--- config.mk ---
export PLATFORM = sky130hd
export DESIGN_NAME = rlo_rx_line_oh
export DESIGN_NICKNAME = d
export VERILOG_FILES = /design/src/core/rlo_pkg.sv /design/src/core/rlo_rx_line_oh.sv
export VERILOG_INCLUDE_DIRS = /design/src /design/src/core
export SDC_FILE = /design/constraint.sdc
export NUM_CORES = 1
export LEC_CHECK = 0
export ABC_AREA = 1
export BUFFER_PORTS_ARGS = -buffer_cell sky130_fd_sc_hd__buf_2
export CORE_MARGIN = 3
export CORE_UTILIZATION = 53
export CTS_CLUSTER_SIZE = 25
export DETAILED_ROUTE_END_ITERATION = 8
export HOLD_SLACK_MARGIN = 0.02
export PLACE_DENSITY = 0.76
export RECOVER_POWER = 50
export SYNTH_ARGS = -nofsm -noshare
export SYNTH_HDL_FRONTEND = slang
export SYNTH_SLANG_ARGS = --single-unit
export TNS_END_PERCENT = 10
--- constraint.sdc ---
create_clock -name clock_i -period 2 [get_ports clock_i]
set_input_delay 0 -clock clock_i [delete_from_list [all_inputs] [get_ports clock_i]]
set_output_delay 0 -clock clock_i [all_outputs]
set_load 0.01 [all_outputs]
--- src/core/rlo_defines.svh ---
// Named constants for the receive line overhead monitor.
`ifndef RLO_DEFINES_SVH
`define RLO_DEFINES_SVH

`define RLO_ADDR_GLOBAL_LOAD 8'h00
`define RLO_ADDR_CTRL        8'h18
`define RLO_ADDR_INT         8'h19
`define RLO_ADDR_PAR_LOW     8'h1A
`define RLO_ADDR_PAR_MID     8'h1B
`define RLO_ADDR_PAR_HIGH    8'h1C
`define RLO_ADDR_REM_LOW     8'h1D
`define RLO_ADDR_REM_MID     8'h1E
`define RLO_ADDR_REM_HIGH    8'h1F

`define RLO_CTRL_BLOCK_MODE  7
`define RLO_CTRL_FORCE_ONES  6
`define RLO_CTRL_AIS_PERSIST 5
`define RLO_CTRL_RDI_PERSIST 4
`define RLO_CTRL_FEBE_GEN    3
`define RLO_CTRL_LSB         3
`define RLO_CTRL_RESET       5'h00

`define RLO_EN_LSB           4
`define RLO_EN_RESET         4'h0
`define RLO_FLAG_RDI         0
`define RLO_FLAG_AIS         1
`define RLO_FLAG_PARITY      2
`define RLO_FLAG_REMOTE      3
`define RLO_FLAG_RESET       4'h0

`define RLO_PAT_RDI          3'h6
`define RLO_PAT_AIS          3'h7
`define RLO_PERSIST_SHORT    3'h3
`define RLO_PERSIST_LONG     3'h5
`define RLO_RUN_ZERO         3'h0
`define RLO_RUN_ONE          3'h1

`define RLO_MAX_ERRS         5'h18
`define RLO_ERRS_ZERO        5'h00
`define RLO_ERRS_ONE         5'h01
`define RLO_CNT_MAX          20'hFFFFF
`define RLO_CNT_ZERO         20'h00000
`define RLO_BYTE_ZERO        8'h00
`define RLO_BYTE_ONES        8'hFF

`define RLO_CLK_PERIOD_NS    50
`define RLO_POLL_TIME_NS     2000
`define RLO_POLL_MAX_CYC     (`RLO_POLL_TIME_NS / `RLO_CLK_PERIOD_NS)

`endif

--- src/core/rlo_pkg.sv ---
// Types shared by the receive line overhead monitor.
package rlo_pkg;
  typedef logic [19:0] rlo_cnt_t;

  typedef struct packed {
    logic       k2_valid;
    logic [2:0] k2_aps;
    logic       b2_valid;
    logic [4:0] b2_errs;
    logic       febe_valid;
    logic [4:0] febe_errs;
  } rlo_frame_s;
endpackage

--- src/core/rlo_rx_line_oh.sv ---
// Receive line overhead monitor: alarms, error counters and register port.
//
// What this block does
// Mode bit one: one remote error report per frame having any parity error.
// Mode bit zero: one remote error report per parity bit error, max 24.
// Declare RDI after 110 in K2 bits 6-8 for 3 or 5 frames.
// Declare AIS after 111 in K2 bits 6-8 for 3 or 5 frames.
// Forcing bit set: data all ones while AIS declared, else pass.
// Forcing bit clear: recovered data never altered.
// Block mode counts one per errored frame, else every parity error.
// RDI state bit reads one while RDI is declared.
// AIS state bit reads one while AIS is declared.
// RDI and AIS change flags set on toggle, cleared on status read.
// Parity error flag set on any error, cleared on status read.
// Remote error flag set on received M0/M1 error, cleared on read.
// Enabled RDI and AIS changes raise an interrupt.
// Enabled parity and remote errors raise an interrupt.
// 20-bit parity error count readable as three bytes, low first.
// A write to any count address latches counts and restarts them.
// 20-bit remote error count readable as three bytes, low first.
// A poll latches the remote error count and restarts accumulation.
// A write to the global load address also latches both counts.
// Interrupt output high while any enabled flag is set.
// Accumulators saturate, and events coinciding with a poll are kept.
`timescale 1ns/1ps
`default_nettype none
`include "rlo_defines.svh"

module rlo_rx_line_oh (
  // Clock and reset
  input  wire logic              clock_i,
  input  wire logic              sys_rst_i,
  // Register port
  input  wire logic [7:0]        reg_addr_i,
  input  wire logic [7:0]        reg_wdata_i,
  input  wire logic              reg_wr_i,
  input  wire logic              reg_rd_i,
  output logic      [7:0]        reg_rdata_o,
  // Per-frame overhead results from the receive stream
  input  wire rlo_pkg::rlo_frame_s frame_i,
  // Recovered data path
  input  wire logic [7:0]        rx_data_i,
  output logic      [7:0]        rx_data_o,
  // Remote error reports toward the transmit line overhead block
  output logic                   tx_febe_valid_o,
  output logic      [4:0]        tx_febe_count_o,
  // Interrupt
  output logic                   int_o
);

  function automatic logic [4:0] clip_errs(input logic [4:0] e);
    clip_errs = (e > `RLO_MAX_ERRS) ? `RLO_MAX_ERRS : e;
  endfunction

  function automatic rlo_pkg::rlo_cnt_t sat_add(input rlo_pkg::rlo_cnt_t acc,
                                                 input logic [4:0] inc);
    logic [20:0] sum;
    sum = {1'b0, acc} + {16'h0000, inc};
    sat_add = sum[20] ? `RLO_CNT_MAX : sum[19:0];
  endfunction

  logic [1:0] match;
  logic [1:0] persist_short;
  logic [1:0] alarm_st;
  logic [1:0] alarm_chg;
  logic [4:0] ctrl_ff;

  assign match[0] = frame_i.k2_aps == `RLO_PAT_RDI;
  assign match[1] = frame_i.k2_aps == `RLO_PAT_AIS;
  assign persist_short[0] = ctrl_ff[`RLO_CTRL_RDI_PERSIST - `RLO_CTRL_LSB];
  assign persist_short[1] = ctrl_ff[`RLO_CTRL_AIS_PERSIST - `RLO_CTRL_LSB];

  // Entry 0 is RDI, entry 1 is AIS. Clearing uses the same persistence as
  // declaring, so a single corrupted K2 byte cannot drop a standing alarm.
  for (genvar g = 0; g < 2; g++) begin : g_alarm
    logic       alarm_ff;
    logic       nxt_alarm;
    logic [2:0] run_ff;
    logic [2:0] nxt_run;
    logic [2:0] need;

    always_comb begin
      need      = persist_short[g] ? `RLO_PERSIST_SHORT : `RLO_PERSIST_LONG;
      nxt_run   = run_ff;
      nxt_alarm = alarm_ff;
      if (frame_i.k2_valid) begin
        if (match[g] != alarm_ff) begin
          nxt_run = run_ff + `RLO_RUN_ONE;
          if (nxt_run >= need) begin
            nxt_alarm = match[g];
            nxt_run   = `RLO_RUN_ZERO;
          end
        end else begin
          nxt_run = `RLO_RUN_ZERO;
        end
      end
    end

    always_ff @(posedge clock_i) begin
      if (sys_rst_i) begin
        alarm_ff <= 1'b0;
        run_ff   <= `RLO_RUN_ZERO;
      end else begin
        alarm_ff <= nxt_alarm;
        run_ff   <= nxt_run;
      end
    end

    assign alarm_st[g]  = alarm_ff;
    assign alarm_chg[g] = nxt_alarm != alarm_ff;
  end

  // Control bits and interrupt enables, written over the register port.
  logic [4:0] nxt_ctrl;
  logic [3:0] en_ff;
  logic [3:0] nxt_en;
  logic       wr_ctrl;
  logic       wr_int;

  always_comb begin
    wr_ctrl  = reg_wr_i && (reg_addr_i == `RLO_ADDR_CTRL);
    wr_int   = reg_wr_i && (reg_addr_i == `RLO_ADDR_INT);
    nxt_ctrl = ctrl_ff;
    nxt_en   = en_ff;
    if (wr_ctrl) begin
      nxt_ctrl = reg_wdata_i[7:`RLO_CTRL_LSB];
    end
    if (wr_int) begin
      nxt_en = reg_wdata_i[7:`RLO_EN_LSB];
    end
  end

  always_ff @(posedge clock_i) begin
    if (sys_rst_i) begin
      ctrl_ff <= `RLO_CTRL_RESET;
      en_ff   <= `RLO_EN_RESET;
    end else begin
      ctrl_ff <= nxt_ctrl;
      en_ff   <= nxt_en;
    end
  end

  // Per-frame events. Mode bits are taken with each frame result, so a
  // write to the control register only affects frames that follow it.
  logic       block_mode;
  logic       febe_per_frame;
  logic       force_ones;
  logic [4:0] b2_errs;
  logic [4:0] b2_inc;
  logic [4:0] rem_inc;
  logic       poll;
  logic       rd_status;

  always_comb begin
    block_mode     = ctrl_ff[`RLO_CTRL_BLOCK_MODE - `RLO_CTRL_LSB];
    febe_per_frame = ctrl_ff[`RLO_CTRL_FEBE_GEN - `RLO_CTRL_LSB];
    force_ones     = ctrl_ff[`RLO_CTRL_FORCE_ONES - `RLO_CTRL_LSB];
    b2_errs = frame_i.b2_valid ? clip_errs(frame_i.b2_errs) : `RLO_ERRS_ZERO;
    rem_inc = frame_i.febe_valid ? clip_errs(frame_i.febe_errs) : `RLO_ERRS_ZERO;
    b2_inc  = b2_errs;
    if (block_mode && (b2_errs != `RLO_ERRS_ZERO)) begin
      b2_inc = `RLO_ERRS_ONE;
    end
    poll      = reg_wr_i && ((reg_addr_i >= `RLO_ADDR_PAR_LOW &&
                              reg_addr_i <= `RLO_ADDR_REM_HIGH) ||
                             reg_addr_i == `RLO_ADDR_GLOBAL_LOAD);
    rd_status = reg_rd_i && (reg_addr_i == `RLO_ADDR_INT);
  end

  // Sticky event flags, bit 3 down to bit 0: remote error, parity error,
  // AIS change and RDI change.
  logic [3:0] flag_set;
  logic [3:0] flag_st;
  logic [3:0] nxt_flag_st;

  assign flag_set = {rem_inc != `RLO_ERRS_ZERO,
                     b2_errs != `RLO_ERRS_ZERO,
                     alarm_chg[1],
                     alarm_chg[0]};

  // An event in the reading cycle wins over the clear, so no event can slip
  // unseen between two status reads.
  for (genvar k = 0; k < 4; k++) begin : g_flag
    logic flag_ff;
    logic nxt_flag;

    always_comb begin
      nxt_flag = flag_ff;
      if (rd_status) begin
        nxt_flag = 1'b0;
      end
      if (flag_set[k]) begin
        nxt_flag = 1'b1;
      end
    end

    always_ff @(posedge clock_i) begin
      if (sys_rst_i) begin
        flag_ff <= 1'b0;
      end else begin
        flag_ff <= nxt_flag;
      end
    end

    assign flag_st[k]     = flag_ff;
    assign nxt_flag_st[k] = nxt_flag;
  end

  // Interrupt level, registered so that the pin comes from a flip-flop.
  logic int_ff;
  logic nxt_int;

  always_comb begin
    nxt_int = |(nxt_flag_st & nxt_en);
  end

  always_ff @(posedge clock_i) begin
    if (sys_rst_i) begin
      int_ff <= 1'b0;
    end else begin
      int_ff <= nxt_int;
    end
  end

  // Error counters: entry 0 counts parity errors, entry 1 received remote
  // errors. Each keeps a running accumulator and a copy latched by a poll.
  logic [1:0][4:0]           cnt_inc;
  rlo_pkg::rlo_cnt_t [1:0]   cnt_hold;

  assign cnt_inc[0] = b2_inc;
  assign cnt_inc[1] = rem_inc;

  for (genvar c = 0; c < 2; c++) begin : g_count
    rlo_pkg::rlo_cnt_t acc_ff;
    rlo_pkg::rlo_cnt_t nxt_acc;
    rlo_pkg::rlo_cnt_t hold_ff;
    rlo_pkg::rlo_cnt_t nxt_hold;

    // The frame's increment goes into the fresh accumulator on a poll, so
    // an error that coincides with the poll lands in the next period.
    always_comb begin
      nxt_hold = hold_ff;
      nxt_acc  = sat_add(acc_ff, cnt_inc[c]);
      if (poll) begin
        nxt_hold = acc_ff;
        nxt_acc  = sat_add(`RLO_CNT_ZERO, cnt_inc[c]);
      end
    end

    always_ff @(posedge clock_i) begin
      if (sys_rst_i) begin
        acc_ff  <= `RLO_CNT_ZERO;
        hold_ff <= `RLO_CNT_ZERO;
      end else begin
        acc_ff  <= nxt_acc;
        hold_ff <= nxt_hold;
      end
    end

    assign cnt_hold[c] = hold_ff;
  end

  // Remote error reports toward the transmit line overhead block.
  logic       febe_v_ff;
  logic       nxt_febe_v;
  logic [4:0] febe_c_ff;
  logic [4:0] nxt_febe_c;

  always_comb begin
    nxt_febe_c = b2_errs;
    if (febe_per_frame && (b2_errs != `RLO_ERRS_ZERO)) begin
      nxt_febe_c = `RLO_ERRS_ONE;
    end
    nxt_febe_v = nxt_febe_c != `RLO_ERRS_ZERO;
  end

  always_ff @(posedge clock_i) begin
    if (sys_rst_i) begin
      febe_v_ff <= 1'b0;
      febe_c_ff <= `RLO_ERRS_ZERO;
    end else begin
      febe_v_ff <= nxt_febe_v;
      febe_c_ff <= nxt_febe_c;
    end
  end

  // Recovered data. Forcing follows the registered alarm, so the data turn
  // to all ones one cycle after the AIS state bit rises.
  logic [7:0] data_ff;
  logic [7:0] nxt_data;

  always_comb begin
    nxt_data = rx_data_i;
    if (force_ones && alarm_st[1]) begin
      nxt_data = `RLO_BYTE_ONES;
    end
  end

  always_ff @(posedge clock_i) begin
    if (sys_rst_i) begin
      data_ff <= `RLO_BYTE_ZERO;
    end else begin
      data_ff <= nxt_data;
    end
  end

  // Read data stand for the one cycle after the strobe and are zero
  // otherwise, so a bus that ORs several blocks needs no extra select.
  logic [7:0] rdata_ff;
  logic [7:0] nxt_rdata;

  always_comb begin
    nxt_rdata = `RLO_BYTE_ZERO;
    if (reg_rd_i) begin
      unique case (reg_addr_i)
        `RLO_ADDR_CTRL:     nxt_rdata = {ctrl_ff, 1'b0, alarm_st[1], alarm_st[0]};
        `RLO_ADDR_INT:      nxt_rdata = {en_ff, flag_st};
        `RLO_ADDR_PAR_LOW:  nxt_rdata = cnt_hold[0][7:0];
        `RLO_ADDR_PAR_MID:  nxt_rdata = cnt_hold[0][15:8];
        `RLO_ADDR_PAR_HIGH: nxt_rdata = {4'h0, cnt_hold[0][19:16]};
        `RLO_ADDR_REM_LOW:  nxt_rdata = cnt_hold[1][7:0];
        `RLO_ADDR_REM_MID:  nxt_rdata = cnt_hold[1][15:8];
        `RLO_ADDR_REM_HIGH: nxt_rdata = {4'h0, cnt_hold[1][19:16]};
        default:            nxt_rdata = `RLO_BYTE_ZERO;
      endcase
    end
  end

  always_ff @(posedge clock_i) begin
    if (sys_rst_i) begin
      rdata_ff <= `RLO_BYTE_ZERO;
    end else begin
      rdata_ff <= nxt_rdata;
    end
  end

  assign reg_rdata_o     = rdata_ff;
  assign rx_data_o       = data_ff;
  assign tx_febe_valid_o = febe_v_ff;
  assign tx_febe_count_o = febe_c_ff;
  assign int_o           = int_ff;

endmodule

`default_nettype wire

# After elaboration in Yosys (flattened, before gate mapping)
# Cells that the tools add are included.
dict set report totals {
  ff_bits 124
  inputBits 44
  out_inout_bits 23
  word_cells 96
}
dict set report classes {
  add_sub_neg 4
  order_cmp 6
  eq_ne 14
  muxes 33
  n_bitwise 2
  n_reduce_logical 16
}
# cell n
set ops {}
lappend ops {{$eq A8 B5 Y1 const B} 8}
lappend ops {{$pmux W8 S8} 1}
lappend ops {{$add A20 B5 Y21} 2}
lappend ops {{$mux W20} 2}
lappend ops {{$mux W5} 8}
lappend ops {{$mux W3} 6}
lappend ops {{$reduce_bool A5 Y1} 3}
lappend ops {{$mux W1} 14}
lappend ops {{$gt A5 B5 Y1 const B} 2}
lappend ops {{$ge A8 B5 Y1 const B} 1}
lappend ops {{$le A8 B5 Y1 const B} 1}
lappend ops {{$logic_and A1 B1 Y1} 8}
lappend ops {{$logic_not A8 Y1} 1}
lappend ops {{$mux W8} 1}
lappend ops {{$add A3 B1 Y3 const B} 2}
lappend ops {{$eq A3 B3 Y1 const B} 2}
lappend ops {{$ge A3 B3 Y1} 2}
lappend ops {{$and A4 B4 Y4} 1}
lappend ops {{$mux W4} 1}
lappend ops {{$ne A1 B1 Y1} 4}
lappend ops {{$reduce_or A2 Y1} 2}
lappend ops {{$reduce_or A4 Y1} 1}
lappend ops {{$logic_or A1 B1 Y1} 1}
lappend ops {{$not A1 Y1} 1}

# Longest topological paths before layout
dict set report depth {
  ltp_word 9
  depth_mapped 20
  mapped_depth_nobuf 20
}

# Least setup slack after synthesis
# OpenSTA, ideal clock, no wires.
dict set report synth_path {
  path_kind {register -> register}
  startpoint {reg ctrl_ff[4]}
  endpoint {reg g_count[0].acc_ff[15]}
  setup_time_ns 0.109
  arrival_ns 1.913
  path_slack_ns -0.022
  stages_incl_launch_ff 14
  synth_period_minus_slack_ns 2.022
  path_cell_list {dfxtp_1 > nand2_1 > nand2_1 > ha_1 > fa_1 > nand2_1 > nand3_1 > nand2_1 > o22ai_2 > nand2_2 > buf_2 > nand3_1 > nand2_1 > inv_1}
}
dict set report synth_between {
  elab_chain_len 4
}
# item line_no
set synth_rtl {}
lappend synth_rtl {{from (decl)} rlo_rx_line_oh.sv:66} ;# logic [4:0] ctrl_ff;
lappend synth_rtl {{from (signal assigned)} rlo_rx_line_oh.sv:135} ;# ctrl_ff <= `RLO_CTRL_RESET;
lappend synth_rtl {{from (signal assigned)} rlo_rx_line_oh.sv:138} ;# ctrl_ff <= nxt_ctrl;
lappend synth_rtl {{$logic_and A1 B1 Y1} rlo_rx_line_oh.sv:161} ;# if (block_mode && (b2_errs != `RLO_ERRS_ZERO)) begin
lappend synth_rtl {{$mux W5} rlo_rx_line_oh.sv:161}
lappend synth_rtl {{$add A20 B5 Y21} rlo_rx_line_oh.sv:58} ;# sum = {1'b0, acc} + {16'h0000, inc};
lappend synth_rtl {{$mux W20} rlo_rx_line_oh.sv:59} ;# sat_add = sum[20] ? `RLO_CNT_MAX : sum[19:0];
lappend synth_rtl {{to (signal assigned)} rlo_rx_line_oh.sv:252} ;# acc_ff <= `RLO_CNT_ZERO;
lappend synth_rtl {{to (signal assigned)} rlo_rx_line_oh.sv:255} ;# acc_ff <= nxt_acc;
lappend synth_rtl {{to (decl)} rlo_rx_line_oh.sv:234} ;# rlo_pkg::rlo_cnt_t acc_ff;
# No other way between the ends.
# A chain may end at the register's enable or synchronous reset.

# Worst setup path in the final report
dict set report layout_path {
  startpoint {reg ctrl_ff[4]}
  endpoint {reg g_count[0].acc_ff[1]}
}
dict set report layout_between {
  elab_chain_len 5
}
# item line_no
set layout_rtl {}
lappend layout_rtl {{$logic_and A1 B1 Y1 *} rlo_rx_line_oh.sv:161}
lappend layout_rtl {{$mux W5 *} rlo_rx_line_oh.sv:161}
lappend layout_rtl {{$add A20 B5 Y21} rlo_rx_line_oh.sv:58}
lappend layout_rtl {{$mux W20} rlo_rx_line_oh.sv:59}
lappend layout_rtl {{$mux W5 *} rlo_rx_line_oh.sv:244} ;# if (poll) begin
# Mark *: on every way between the ends. The rest lies on a longest branch, timed or not.

==> impl.org <==
** Min path
- The worst hold path was traced through 5 stages.
- Min-Delay Endpoint :: g_flag[3].flag_ff$_SDFF_PP0_
- HP Start :: frame_i[2]
- The min-delay analysis places its worst path in the category primary input to register.

** Placed design
- DP Cell Count :: 1157
- Buffers placed on the I/O ports in this run total 63.
- Global placer's final weighted congestion :: 0.8795
- Placed instance area :: 7014 um2
- Hpwl dp :: 11380 um

** Setup path
- Biggest cell delay along the critical path :: 370 ps
- Together, buffers and inverters on the worst path number 0.
- Critical Path Stages :: 12
- Across all register-to-register paths, the minimum setup slack is 60 ps.
- Worst reg2reg path depth :: 12
- Reg2Reg Launch Point :: ctrl_ff[4]$_SDFFE_PP0P_
- STA puts the critical path data arrival time at 2250 ps.
- The worst setup path is captured at a register.
- Worst setup path category :: register to register
- CP most frequent cell :: sky130_fd_sc_hd__nand2_2
- Required time of the worst setup path :: 2310 ps
- CP delay by family, top :: simple AND/OR/NAND/NOR gates
- The slowest stage of the critical path is the sky130_fd_sc_hd__fa_2 cell.
- The worst register-to-register path ends at g_count[0].acc_ff[1]$_SDFF_PP0_.
- Of all nets on the critical path, the largest fanout is 4.
- The signal on the critical path passes through nand2_2 > nand2_2 > ha_4 > fa_2 > nand2_2 > nand3_2 > nand2_2 > o22ai_2 > nand2_2 > nand2_1 > nor2_1 > nor2_1.
- Startpoint kind of the worst setup timing path :: register

** Finish
- After filler insertion, the fill cell instance count of the layout stands at 931.
- Area of the multi-input gates :: 3369 um2
- Number of nets in the finished design :: 1119
- Layout Cells excl Fill :: 1213
- The finished cells cover 8078 um2.
- Layout overhead on the synthesized area :: 27.16%
- Of the cells placed in the final design, the portion with a size suffix greater than 1 is 14.49%.
- Antenna diodes :: 0
- In the final layout, flip-flops and latches occupy 2485 um2.

** STA
- Fin Clk Skew :: 9.069 ps
- The final-report hold violation count is 0.
- Setup TNS :: 0 ps
- Rel. slew slack :: 45.47%
- Final setup violation count :: 0
- Final Slew Violations :: 0
- Final min period :: 1938 ps
- Least-Margin Pin Slew :: 815.0 ps
- Across all hold checks on the routed design, the worst slack comes to 31.79 ps.
- Dividing the final minimum period by the clock period gives 96.92%.
- Upper clock frequency limit :: 515.9 MHz

** Synth
- The number of different library cells used by synthesis comes to 38.
- Post-Syn Area :: 6352 um2
- Most instantiated library cell after synthesis :: sky130_fd_sc_hd__nand2_1
- Number of flops mapped to enable cells by yosys :: 0
- Synthesis produced a netlist with a net count of 1001.
- Synth Register Bits :: 124
- Proportion of synthesized chip area in sequential cells :: 39.08%
- Area contributors post-synth :: sky130_fd_sc_hd__dfxtp_1 (39%), sky130_fd_sc_hd__nand2_1 (12%), sky130_fd_sc_hd__inv_1 (7.3%)
- After technology mapping, the gate count stands at 939.
- The largest total area in the synthesized netlist belongs to sky130_fd_sc_hd__dfxtp_1.
- Dividing the synthesized area by the synthesized cell count gives 6.765 um2.
- For this run, the number of Yosys warnings is 0.
- In the synthesized netlist the dominant register cell turns out to be sky130_fd_sc_hd__dfxtp_1.
- Async set-reset flop share out of synthesis :: 0%
- Area share of the largest cell type after synthesis :: 39.08%
- By count the netlist is led by sky130_fd_sc_hd__nand2_1 (210), sky130_fd_sc_hd__dfxtp_1 (124), sky130_fd_sc_hd__inv_1 (123).

** Clocking
- Number of levels the H-tree was split into :: 4
- Buffer depth of the longest clock path :: 2
- Clock network latency to the later pin of the worst-skew pair :: 420 ps
- Total clock buffers created by CTS :: 17
- Root buffer selected by CTS :: sky130_fd_sc_hd__clkbuf_16
- Clock sink total :: 124
- TritonCTS clock tree :: built
- After clock tree synthesis, the clock-pin slew on the worst setup and hold paths is 50 ps.

** Global routing
- First-pass GRT wire length :: 27830 um
- Total grt overflow :: 0
- In the global route stage, met2 resource usage came out at 42.01%.
- Entering global routing, the biggest net connects 46 pins.
- Global routing used 26.33% of the available tracks across all layers.
- Global route hottest layer :: met2
- Initial antenna violation count :: 0
- Met1 Use GR :: 34.95%
- Met3 capacity usage during global routing :: 6.736%
- Vias in the first global route :: 5915

** Floorplanning
- The floorplan step set the die width to 115.5 um.
- Vertical extent of the die :: 115.5 um
- Standard cell core area :: 11560 um2
- After floorplanning, the core was divided into 39 placement rows.
- For this configuration, the core starts out at a cell density of 54.93%.
- Boundary Pins :: 67
- Die Outline Area :: 13340 um2

** Drt
- After detailed routing, the average wire length per cell comes to 14.47 um.
- For this block, the via count after detailed routing is 6525.
- Post-route antenna net violation count :: 0
- 1st-pass router iterations :: 5
- Wires add up to 17550 um.
- Via density :: 5.379
- Total DRC errors in the routed layout :: 0
- Drt first-iter violations :: 590

** Pwr
- Summed over all cells, the static leakage comes to 3.748 nW.
- Max IR drop VDD :: 0.5617 mV
- PnR Total Power :: 6.891 mW
- Power spread over the standard cell area amounts to 853.1 nW/um2.

** Job
- Max-cap violation count :: 0

** Outcome
- Outcome :: finished, final reports clean
## how the worst max path moves through the flow
stage,startpoint,to
2_1_floorplan,ctrl_ff[4]$_SDFFE_PP0P_,g_count[0].acc_ff[15]$_SDFF_PP0_
3_3_place_gp,frame_i[11],g_count[0].acc_ff[18]$_SDFF_PP0_
3_5_place_dp,frame_i[11],g_count[0].acc_ff[18]$_SDFF_PP0_
4_1_cts,ctrl_ff[4]$_SDFFE_PP0P_,g_count[0].acc_ff[17]$_SDFF_PP0_
5_1_grt,ctrl_ff[4]$_SDFFE_PP0P_,g_count[0].acc_ff[1]$_SDFF_PP0_
6_report,ctrl_ff[4]$_SDFFE_PP0P_,g_count[0].acc_ff[1]$_SDFF_PP0_
## state kept, by name (all words and copies together) (netlist names)
signal and count:
tx_febe_valid_o 1, g_count.hold_ff 40, rx_data_o 8, g_alarm.run_ff 6
g_alarm.alarm_ff 2, ctrl_ff 5, g_count.acc_ff 40, tx_febe_count_o 5
g_flag.flag_ff 4, int_o 1, reg_rdata_o 8, en_ff 4
## placed cells by master, fill, tap and decap left out, types with 4 or more instances in the layout
cell type / n
sky130_fd_sc_hd__dlygate4sd3_1: 22
sky130_fd_sc_hd__nand3_1: 87
sky130_fd_sc_hd__bufinv_16: 7
sky130_fd_sc_hd__xor2_1: 9
sky130_fd_sc_hd__a31oi_1: 8
sky130_fd_sc_hd__nand2_1: 201
sky130_fd_sc_hd__buf_4: 37
sky130_fd_sc_hd__ha_4: 4
sky130_fd_sc_hd__a21oi_1: 80
sky130_fd_sc_hd__o21ai_1: 15
sky130_fd_sc_hd__o21ai_0: 55
sky130_fd_sc_hd__xnor2_1: 7
sky130_fd_sc_hd__inv_2: 5
sky130_fd_sc_hd__nand2_2: 14
sky130_fd_sc_hd__nor3_1: 6
sky130_fd_sc_hd__nor2_2: 4
sky130_fd_sc_hd__nand3b_1: 4
sky130_fd_sc_hd__buf_2: 37
sky130_fd_sc_hd__clkbuf_16: 17
sky130_fd_sc_hd__nor2_1: 104
sky130_fd_sc_hd__clkbuf_8: 4
sky130_fd_sc_hd__nand4_1: 21
sky130_fd_sc_hd__clkbuf_1: 27
sky130_fd_sc_hd__dfxtp_1: 122
sky130_fd_sc_hd__inv_1: 122
sky130_fd_sc_hd__ha_1: 12
## through the flow
| stage | worst slack [ps] | utilization (%) |
|---|---|---|
| after global placement | -89.04 | 60.65 |
| final | 61.59 | 69.85 |
| after detailed placement | -163.1 | 60.65 |
| after CTS | 26.91 | 68.93 |
| after global routing | -41.70 | 69.85 |
| after floorplan | 19.19 | - |
## layer usage
metal	share of wire [%]	wire, um	up-vias
li1	-	-	3292
met1	45	7889	2949
met2	46	8135	247
met3	6.5	1137	37
met4	2.2	384	0
met5	0	0	-
## worst register-to-register path, delay by kind of cell, from the launching register on
| kind | cells | cell delay (ps) |
|---|---|---|
| AOI/OAI and AO/OA | 1 | 70 |
| and+or+nand+nor | 9 | 880 |
| adders and majority gates | 2 | 540 |
| DFF | 1 | 330 |
## power by group
part	switching, mW	internal, mW
Clock	1.13	2.60
Sequential	0.0445	2.53
Combinational	0.335	0.252
## final cells by class
cell class              count  area share [%]
clock inverters            10           2.881
clock buffers              22           5.994
well taps                 143           2.215
inverters                 128           5.948
flip-flops and latches    124           30.76
repair buffers            127           10.49
multi-input cells         659           41.71
## kinds of logic after synthesis
family          share of synthesized area, %
compound gates                         13.49
flops                                  39.08
xor+xnor                               2.344
simple gates                           31.46
fa+ha+maj                              3.782
buf+inv                                9.848
## timing repair
| action | 4_1_cts | 5_1_grt |
|---|---|---|
| resized for setup | 4 | 31 |
| endpoints found under the setup margin | 9 | 42 |
| cloned | 0 | 0 |
| hold endpoints to repair | 28 | 0 |
| hold buffers | 23 | 0 |
| pin swaps | 0 | 6 |
| buffers inserted | 0 | 1 |
Note: power is estimated with default switching activity, not from simulation.
